### src/psc_pkg.sv
// constants and carrier types of the synthesizer alignment controller
// assumes a 250 MHz system clock and a write-only serial device port
`default_nettype none
package psc_pkg;
  // ************************************************************
  // timing
  // ************************************************************
  localparam int CLK_NS = 4;
  localparam int ALIGN_PULSE_NS = 100;
  localparam int REF_STOP_NS = 200;
  localparam int ALIGN_PULSE_CYC = (ALIGN_PULSE_NS + CLK_NS - 1) / CLK_NS;
  localparam int REF_STOP_CYC = (REF_STOP_NS + CLK_NS - 1) / CLK_NS;
  // ************************************************************
  // device register map
  // ************************************************************
  localparam logic [15:0] DEV_RESYNC = 16'h001E;
  localparam logic [15:0] DEV_SWSYNC = 16'h001F;
  localparam logic [15:0] DEV_RDIV = 16'h0020;
  localparam logic [15:0] DEV_DRCLK = 16'h002D;
  localparam logic [15:0] DEV_MODE = 16'h0032;
  localparam logic [15:0] DEV_SYNCSEL = 16'h0053;
  localparam int B_TIMED = 5;
  localparam int B_REFRST = 6;
  localparam int B_REALIGN = 7;
  localparam int B_SEL = 5;
  localparam int B_DRCLK = 6;
  localparam int B_DELMODE = 5;
  localparam int B_SWSYNC = 7;
  // ************************************************************
  // own software registers (word index)
  // ************************************************************
  localparam logic [3:0] A_CTRL = 4'h0;
  localparam logic [3:0] A_SETUP = 4'h1;
  localparam logic [3:0] A_NDIV = 4'h2;
  localparam logic [3:0] A_WAIT = 4'h3;
  localparam logic [3:0] A_STATUS = 4'h4;
  localparam int C_CFG = 0;
  localparam int C_ALIGN = 1;
  localparam int C_SWSEL = 2;
  localparam int C_DELMODE = 3;
  localparam logic [2:0] MODE_JIT = 3'h0;
  localparam logic [2:0] MODE_SPUR = 3'h4;
  localparam logic [2:0] MODE_PN = 3'h5;
  localparam logic [11:0] NMIN_JIT = 12'h00A;
  localparam logic [11:0] NMIN_SPUR = 12'h017;
  localparam logic [11:0] NMIN_PN = 12'h01B;
  localparam int STEP_CFG_LAST = 11;
  localparam logic [3:0] STEP_SW_SET = 4'hC;
  localparam logic [3:0] STEP_SW_CLR = 4'hD;
  // ************************************************************
  // types
  // ************************************************************
  typedef struct packed {
    logic [15:0] addr;
    logic [7:0] data;
  } psc_frame_t;
  typedef struct packed {
    logic fall;
    logic [1:0] duty;
    logic [2:0] dly;
  } psc_phase_t;
  typedef enum logic [2:0] {
    S_IDLE = 3'b000,
    S_SEND = 3'b001,
    S_WAIT = 3'b010,
    S_PULSE = 3'b011,
    S_STOP = 3'b100
  } psc_state_t;
endpackage
`default_nettype wire
### src/psc_ctrl.sv
// host controller: programs alignment and modulator settings of a
// fractional-n synthesizer over its serial port and drives its align pin
// assumes all inputs synchronous to clk_sys_i; write-only device port
//
// Design decisions made here: the address-and-strobe port and the placing of the registers.
`default_nettype none
module psc_ctrl #(
  parameter int SPI_DIV = 4,
  parameter logic [15:0] DEV_DLY_ALIGN = 16'h0033,
  parameter logic [15:0] DEV_DLY_DOWN = 16'h0034,
  parameter logic [15:0] DEV_DLY_DCLK = 16'h0035,
  parameter logic [15:0] DEV_REFEDGE = 16'h0036,
  parameter logic [15:0] DEV_DITHER = 16'h0037,
  parameter logic [15:0] DEV_WAIT_LO = 16'h0038,
  parameter logic [15:0] DEV_WAIT_HI = 16'h0039
) (
  input wire logic clk_sys_i,
  input wire logic reset_i,
  input wire logic [3:0] addr_i,
  input wire logic [31:0] wdata_i,
  input wire logic wr_i,
  input wire logic rd_i,
  output logic [31:0] rdata_o,
  output logic spi_sclk_o,
  output logic spi_mosi_o,
  output logic spi_cs_n_o,
  output logic align_pulse_o,
  output logic ref_stop_o
);
  // refused at elaboration: the divider reload needs at least one cycle
  if (SPI_DIV < 1) begin : g_bad_div
    $error("SPI_DIV must be at least 1");
  end

  // ************************************************************
  // software registers
  // ************************************************************
  logic [31:0] setup_reg;
  logic [31:0] ndiv_reg;
  logic [15:0] wait_reg;
  logic sel_sw_reg;
  logic delmode_reg;
  logic busy_reg;
  logic done_reg;
  logic nerr_reg;
  logic go_cfg;
  logic go_align;
  logic nok;
  logic fin;
  psc_pkg::psc_state_t state_reg;
  logic [3:0] step_reg;

  assign go_cfg = wr_i && addr_i == psc_pkg::A_CTRL
    && wdata_i[psc_pkg::C_CFG] && !busy_reg;
  assign go_align = wr_i && addr_i == psc_pkg::A_CTRL
    && wdata_i[psc_pkg::C_ALIGN] && !busy_reg && !go_cfg;

  always_ff @(posedge clk_sys_i or posedge reset_i) begin
    if (reset_i) begin
      setup_reg <= 32'h0000_0000;
      ndiv_reg <= 32'h0000_0000;
      wait_reg <= 16'h0000;
      sel_sw_reg <= 1'b0;
      delmode_reg <= 1'b0;
    end else if (wr_i && !busy_reg) begin
      unique case (addr_i)
        psc_pkg::A_CTRL: begin
          sel_sw_reg <= wdata_i[psc_pkg::C_SWSEL];
          delmode_reg <= wdata_i[psc_pkg::C_DELMODE];
        end
        psc_pkg::A_SETUP: setup_reg <= wdata_i;
        psc_pkg::A_NDIV: ndiv_reg <= wdata_i;
        psc_pkg::A_WAIT: wait_reg <= wdata_i[15:0];
        default: ;
      endcase
    end
  end

  always_ff @(posedge clk_sys_i or posedge reset_i) begin
    if (reset_i) begin
      rdata_o <= 32'h0000_0000;
    end else if (rd_i) begin
      unique case (addr_i)
        psc_pkg::A_CTRL: rdata_o <= {28'h000_0000, delmode_reg,
          sel_sw_reg, 2'b00};
        psc_pkg::A_SETUP: rdata_o <= setup_reg;
        psc_pkg::A_NDIV: rdata_o <= ndiv_reg;
        psc_pkg::A_WAIT: rdata_o <= {16'h0000, wait_reg};
        psc_pkg::A_STATUS: rdata_o <= {20'h0_0000, step_reg,
          2'b00, state_reg, nerr_reg, done_reg, busy_reg};
        default: rdata_o <= 32'h0000_0000;
      endcase
    end else begin
      rdata_o <= 32'h0000_0000;
    end
  end

  // ************************************************************
  // setting tables
  // ************************************************************
  function automatic logic rdiv_group_a(input logic [5:0] r);
    unique case (r)
      6'd3, 6'd6, 6'd12, 6'd14, 6'd15, 6'd24, 6'd46: return 1'b1;
      default: return (r >= 6'd26 && r <= 6'd31) || r >= 6'd48;
    endcase
  endfunction

  // band: 0 >=225, 1 200-225, 2 148-200, 3 130-148, 4 85-130, 5 <85
  function automatic psc_pkg::psc_phase_t phase_set(
      input logic [2:0] band, input logic grp_a);
    psc_pkg::psc_phase_t p;
    p = '{fall: 1'b1, duty: 2'h3, dly: 3'h1};
    unique case (band)
      3'd0: p = '{fall: 1'b0, duty: 2'h0, dly: 3'h3};
      3'd1: p = '{fall: 1'b0, duty: 2'h0, dly: 3'h4};
      3'd2: p.dly = grp_a ? 3'h1 : 3'h0;
      3'd3: p.dly = grp_a ? 3'h3 : 3'h1;
      3'd4: p.dly = grp_a ? 3'h4 : 3'h1;
      default: begin
        p.duty = 2'h2;
        p.dly = grp_a ? 3'h0 : 3'h1;
      end
    endcase
    return p;
  endfunction

  logic [5:0] rdiv;
  logic [2:0] band;
  logic [2:0] mode;
  logic [11:0] nint;
  psc_pkg::psc_phase_t ph;
  assign rdiv = setup_reg[5:0];
  assign band = setup_reg[10:8];
  assign mode = setup_reg[18:16];
  assign nint = ndiv_reg[11:0];
  assign ph = phase_set(band, rdiv_group_a(rdiv));

  // unsupported mode codes are refused outright
  always_comb begin
    unique case (mode)
      psc_pkg::MODE_JIT: nok = nint >= psc_pkg::NMIN_JIT;
      psc_pkg::MODE_SPUR: nok = nint >= psc_pkg::NMIN_SPUR;
      psc_pkg::MODE_PN: nok = nint >= psc_pkg::NMIN_PN;
      default: nok = 1'b0;
    endcase
  end

  // ************************************************************
  // device write list
  // ************************************************************
  function automatic psc_pkg::psc_frame_t step_frame(input logic [3:0] s);
    psc_pkg::psc_frame_t f;
    f = '{addr: psc_pkg::DEV_SWSYNC, data: 8'h00};
    unique case (s)
      4'd0: begin
        f.addr = psc_pkg::DEV_RESYNC;
        f.data = {3'b000, ndiv_reg[20:16]};
        f.data[psc_pkg::B_TIMED] = 1'b1;
        f.data[psc_pkg::B_REFRST] = 1'b1;
        f.data[psc_pkg::B_REALIGN] = 1'b1;
      end
      4'd1: begin
        f.addr = psc_pkg::DEV_SYNCSEL;
        f.data[psc_pkg::B_SEL] = sel_sw_reg;
      end
      4'd2: f = '{addr: psc_pkg::DEV_RDIV, data: {2'b00, rdiv}};
      4'd3: begin
        f.addr = psc_pkg::DEV_DRCLK;
        f.data[psc_pkg::B_DRCLK] = 1'b1;
      end
      4'd4: f = '{addr: DEV_DLY_ALIGN, data: {5'h00, ph.dly}};
      4'd5: f = '{addr: DEV_DLY_DOWN, data: {5'h00, ph.dly}};
      4'd6: f = '{addr: DEV_DLY_DCLK, data: {5'h00, ph.dly}};
      4'd7: f = '{addr: DEV_REFEDGE,
        data: {5'h00, ph.fall, ph.duty}};
      4'd8: f = '{addr: DEV_DITHER,
        data: {2'b00, setup_reg[21:20], setup_reg[27:24]}};
      4'd9: f = '{addr: DEV_WAIT_LO, data: wait_reg[7:0]};
      4'd10: f = '{addr: DEV_WAIT_HI, data: wait_reg[15:8]};
      4'd11: begin
        f.addr = psc_pkg::DEV_MODE;
        f.data = {5'h00, mode};
        f.data[psc_pkg::B_DELMODE] = delmode_reg;
      end
      4'd12: f.data[psc_pkg::B_SWSYNC] = 1'b1;
      default: ;
    endcase
    return f;
  endfunction

  // ************************************************************
  // serial write engine, mode 0, msb first, write bit low
  // ************************************************************
  localparam int FRAME_BITS = 24;
  logic [$clog2(SPI_DIV + 1)-1:0] div_reg;
  logic tick;
  logic spi_start;
  logic spi_busy_reg;
  logic [23:0] shift_reg;
  logic [4:0] bit_reg;

  assign tick = div_reg == '0;

  always_ff @(posedge clk_sys_i or posedge reset_i) begin
    if (reset_i) begin
      div_reg <= '0;
    end else if (tick) begin
      div_reg <= ($clog2(SPI_DIV + 1))'(SPI_DIV - 1);
    end else begin
      div_reg <= div_reg - 1'b1;
    end
  end

  always_ff @(posedge clk_sys_i or posedge reset_i) begin
    if (reset_i) begin
      spi_busy_reg <= 1'b0;
      spi_cs_n_o <= 1'b1;
      spi_sclk_o <= 1'b0;
      spi_mosi_o <= 1'b0;
      shift_reg <= 24'h00_0000;
      bit_reg <= 5'h00;
    end else if (spi_start) begin
      spi_busy_reg <= 1'b1;
      shift_reg <= {step_frame(step_reg)} & 24'h7F_FFFF;
      bit_reg <= 5'h00;
    end else if (spi_busy_reg && tick) begin
      if (spi_cs_n_o) begin
        spi_cs_n_o <= 1'b0;
        spi_mosi_o <= shift_reg[23];
      end else if (!spi_sclk_o) begin
        spi_sclk_o <= 1'b1;
      end else begin
        spi_sclk_o <= 1'b0;
        shift_reg <= {shift_reg[22:0], 1'b0};
        spi_mosi_o <= shift_reg[22];
        bit_reg <= bit_reg + 1'b1;
        if (bit_reg == 5'(FRAME_BITS - 1)) begin
          spi_cs_n_o <= 1'b1;
          spi_busy_reg <= 1'b0;
          spi_mosi_o <= 1'b0;
        end
      end
    end
  end

  // ************************************************************
  // sequencer
  // ************************************************************
  logic [7:0] tim_reg;
  assign spi_start = state_reg == psc_pkg::S_SEND;
  assign fin = state_reg == psc_pkg::S_WAIT && !spi_busy_reg
    && spi_cs_n_o;

  always_ff @(posedge clk_sys_i or posedge reset_i) begin
    if (reset_i) begin
      state_reg <= psc_pkg::S_IDLE;
      step_reg <= 4'h0;
      tim_reg <= 8'h00;
      align_pulse_o <= 1'b0;
      ref_stop_o <= 1'b0;
    end else begin
      unique case (state_reg)
        psc_pkg::S_IDLE: begin
          if (go_cfg && nok) begin
            step_reg <= 4'h0;
            state_reg <= psc_pkg::S_SEND;
          // path chosen by the select bit written with the go itself
          end else if (go_align && wdata_i[psc_pkg::C_SWSEL]) begin
            step_reg <= psc_pkg::STEP_SW_SET;
            state_reg <= psc_pkg::S_SEND;
          end else if (go_align) begin
            // pulse spans several ref periods so the device sees it
            align_pulse_o <= 1'b1;
            tim_reg <= 8'(psc_pkg::ALIGN_PULSE_CYC - 1);
            state_reg <= psc_pkg::S_PULSE;
          end
        end
        psc_pkg::S_SEND: state_reg <= psc_pkg::S_WAIT;
        psc_pkg::S_WAIT: begin
          if (fin) begin
            if (step_reg == 4'(psc_pkg::STEP_CFG_LAST)
                || step_reg == psc_pkg::STEP_SW_CLR) begin
              state_reg <= psc_pkg::S_IDLE;
            end else if (step_reg == psc_pkg::STEP_SW_SET) begin
              // stop and restart the reference without runt pulses
              ref_stop_o <= 1'b1;
              tim_reg <= 8'(psc_pkg::REF_STOP_CYC - 1);
              state_reg <= psc_pkg::S_STOP;
            end else begin
              step_reg <= step_reg + 1'b1;
              state_reg <= psc_pkg::S_SEND;
            end
          end
        end
        psc_pkg::S_PULSE: begin
          if (tim_reg == 8'h00) begin
            align_pulse_o <= 1'b0;
            state_reg <= psc_pkg::S_IDLE;
          end else begin
            tim_reg <= tim_reg - 1'b1;
          end
        end
        psc_pkg::S_STOP: begin
          if (tim_reg == 8'h00) begin
            ref_stop_o <= 1'b0;
            step_reg <= psc_pkg::STEP_SW_CLR;
            state_reg <= psc_pkg::S_SEND;
          end else begin
            tim_reg <= tim_reg - 1'b1;
          end
        end
        default: state_reg <= psc_pkg::S_IDLE;
      endcase
    end
  end

  // ************************************************************
  // status flags
  // ************************************************************
  always_ff @(posedge clk_sys_i or posedge reset_i) begin
    if (reset_i) begin
      busy_reg <= 1'b0;
    end else begin
      busy_reg <= state_reg != psc_pkg::S_IDLE || go_cfg || go_align;
    end
  end

  // a new command clears done, and clears error unless it is a refused config; completion sets done
  always_ff @(posedge clk_sys_i or posedge reset_i) begin
    if (reset_i) begin
      done_reg <= 1'b0;
      nerr_reg <= 1'b0;
    end else if (go_cfg || go_align) begin
      done_reg <= 1'b0;
      nerr_reg <= go_cfg && !nok;
    end else if ((fin && (step_reg == 4'(psc_pkg::STEP_CFG_LAST)
        || step_reg == psc_pkg::STEP_SW_CLR))
        || (state_reg == psc_pkg::S_PULSE && tim_reg == 8'h00)) begin
      done_reg <= 1'b1;
    end
  end
endmodule
`default_nettype wire

### config.mk
export PLATFORM = sky130hd
export DESIGN_NAME = psc_ctrl
export DESIGN_NICKNAME = d
export VERILOG_FILES = /design/src/psc_pkg.sv /design/src/psc_ctrl.sv
export SDC_FILE = /design/constraint.sdc
export NUM_CORES = 1
export LEC_CHECK = 0
export ABC_AREA = 1
export BUFFER_PORTS_ARGS = -buffer_cell sky130_fd_sc_hd__buf_2
export CORE_ASPECT_RATIO = 2
export CORE_MARGIN = 3
export CORE_UTILIZATION = 64
export DETAILED_ROUTE_END_ITERATION = 16
export PLACE_DENSITY = 0.85
export SLEW_MARGIN = 5
export SYNTH_ARGS = -nofsm -noshare
export SYNTH_HDL_FRONTEND = slang
export SYNTH_SLANG_ARGS = --single-unit
### constraint.sdc
create_clock -name clk_sys_i -period 10.7 [get_ports clk_sys_i]
set_input_delay 2.14 -clock clk_sys_i [delete_from_list [all_inputs] [get_ports clk_sys_i]]
set_output_delay 2.14 -clock clk_sys_i [all_outputs]
set_load 0.03 [all_outputs]
==> results_dict.tcl <==
set metrics [dict create \
    status "complete, no violations" \
    clockPowerShare 0.255 \
    max_slew_margin 0.264 \
    port_buffers 76 \
    arrival_ns 4.27 \
    syn_avg_cell_area_um2 8.20 \
    grt_usage 0.307 \
    critPathRequiredTime_ns 10.98 \
    dieWidth_um 85.3 \
    areaGrowthSynthToFinish_pct 13.2 \
    ant_nets 0 \
    ys_types 48 \
    clkTransAtPathRegs_ns 0.07 \
    num_vias 7021 \
    dr.pass1.iters 5 \
    synthArstFlopShare 1.00 \
    fp.dieArea_um2 14000 \
    cts_hold_buf 0 \
    mostFrequentLayoutCells "nand2_1 (281), dfrtp_1 (169), inv_1 (124)" \
    fin_tns_setup_ns 0 \
    synth-edff-count 0 \
    internal-power_mw 1.42 \
    multiInputGateArea_um2 3170 \
    n_fill_cell 918 \
    antenna_cells 0 \
    ys_seq_area_frac 0.529 \
    synth.net_count 1032 \
    crit_chain "buf_2 > inv_1 > nand2_1 > inv_1 > nand3_1 > inv_1 > nand2_1 > nand2_1 > o21ai_0" \
    fp.dieH_um 165 \
    io_pins 77 \
    cp_max_fo 32 \
    finalCriticalPeriod_ns 4.00 \
    ctsResizeCount 0 \
    crit_buf_inv 4 \
    cts_buffer_depth 2 \
    crit_type "in -> reg" \
    critical_path.slowest_cell "nand2_1" \
    ys_ff_latch 170 \
    dp_slack_ns 6.31 \
    rsz0062_at_grt "no" \
    drc 0 \
    critPathMaxStageDelay_ns 0.64 \
    tightest_slew_ns 1.10 \
    fin_total_pwr_mw 2.38 \
    clkLatencyLatePin_ns 0.44 \
    nets 1099 \
    initial_utilization 0.660 \
    layout-drive-gt1-share 0.145 \
    sequentialPowerShare 0.425 \
    antenna_found_initial 0 \
    viasPerCell 5.81 \
    r2r_setup_slack_ns 7.99 \
    fin_ws_ns 6.70 \
    num_rows 57 \
    post_cts_buffers 0 \
    grt_pass1_vias 7127 \
    routabilityCongestion 0.954 \
    core-area_um2 12200 \
    power_leakage_nw 4.63 \
    pwr-share-comb 0.320 \
    wl_per_cell_um 16.9 \
    cts-root-buf "clkbuf_16" \
    synthesis.instances 982 \
    period_share 0.373 \
    netlist_area_um2 8050 \
    worstSetupStartpointType "input pin" \
    drt-total-wl_um 20400 \
    clock_sinks 170 \
    dp_hpwl_um 14100 \
    critPathTopFamily "simple AND/OR/NAND/NOR gates" \
    peakVddDrop_mv 0.168 \
    final-seq-area_um2 4260 \
    finalSetupViolCount 0 \
    final_common_cell "nand2_1" \
    hold_path_class "reg -> reg" \
    fin_skew_ns 0.0111 \
    drtIter0Drc 455 \
    htree_levels 4 \
    fmax_mhz 250 \
    maxCapViolCount 0 \
    switchingPower_uw 964 \
    drv_slew 0 \
    yosys_most_used_dff "dfrtp_1" \
    grt_start_max_net_pins 99 \
    grt_pass1_wl_um 33700 \
    yosysWarnings 0 \
    cts_tree "built" \
    switching_share 0.405 \
    p_per_area_nw_per_um2 261 \
    cts_buffers 17 \
    grt.overflow.total 0 \
    endpoint_kind "flip-flop" \
    hold_violations 0 \
]
routing by layer:
layer / vias to the layer above / share of wire / track usage
met5: - / 0 / 0
met4: 0 / 0.064 / 0.221
met3: 93 / 0.048 / 0.0424
met2: 275 / 0.52 / 0.529
met1: 3343 / 0.36 / 0.343
li1: 3310 / - / -
cell usage after synthesis, types with 7 or more instances:
cell type	number	area [um2]
a21oi_1	38	190
a221oi_1	8	70.1
clkbuf_1	24	90.1
dfrtp_1	169	4230
ha_1	10	125
inv_1	125	469
nand2_1	283	1060
nand3_1	32	160
nor2_1	57	214
nor3_1	11	55.1
o211ai_1	7	52.6
o21ai_0	111	556
o21ai_2	7	61.3
o22ai_1	22	138
path summary, 6_finish.rpt:
| kind | startpoint | to | depth (start not counted) |
|---|---|---|---|
| min in group asynchronous | reset_i | shift_reg[16] | 2 |
| min reg2reg | bit_reg[4] | bit_reg[4] | 1 |
| min | bit_reg[4] | bit_reg[4] | 1 |
| max in group asynchronous | reset_i | rdata_o[3] | 3 |
| max reg2reg | div_reg[0] | shift_reg[7] | 10 |
| max | addr_i[3] | wait_reg[0] | 9 |
final cells by class:
class                           instances  area share
Timing Repair Buffer                   80      0.0450
Clock inverter                         14      0.0163
Tap cell                              147      0.0202
Sequential cell                       170       0.467
Multi-Input combinational cell        648       0.348
Inverter                              132      0.0549
Clock buffer                           18      0.0482
kinds of logic after synthesis:
kind of cell,share of synthesized area
AOI/OAI and AO/OA,0.153
xor gates and xnor gates,0.00544
adders and majority gates,0.0155
buffers and inverters,0.0788
DFF,0.529
and+or+nand+nor,0.218
stage by stage:
stage | area [um2] | util | hold WS [ns] | std cells
4_1_cts | 9110 | 0.747 | 0.474 | 1209
6_report | 9110 | 0.747 | 0.475 | 1209
3_3_place_gp | 8520 | 0.699 | 0.453 | 1177
3_5_place_dp | 8520 | 0.699 | 0.460 | 1177
5_1_grt | 9110 | 0.747 | 0.485 | 1209
2_1_floorplan | 8050 | - | 0.434 | 982
power by group through the flow:
stage                     combinational, mW  sequential (mW)  clock, mW
after floorplan                       0.567            0.985          0
after global placement                0.722             1.01          0
after detailed placement              0.746             1.01          0
after CTS                             0.755             1.00      0.610
after global routing                  0.867             1.03      0.636
final                                 0.762             1.01      0.608
Note: power is estimated with default switching activity, not from simulation.
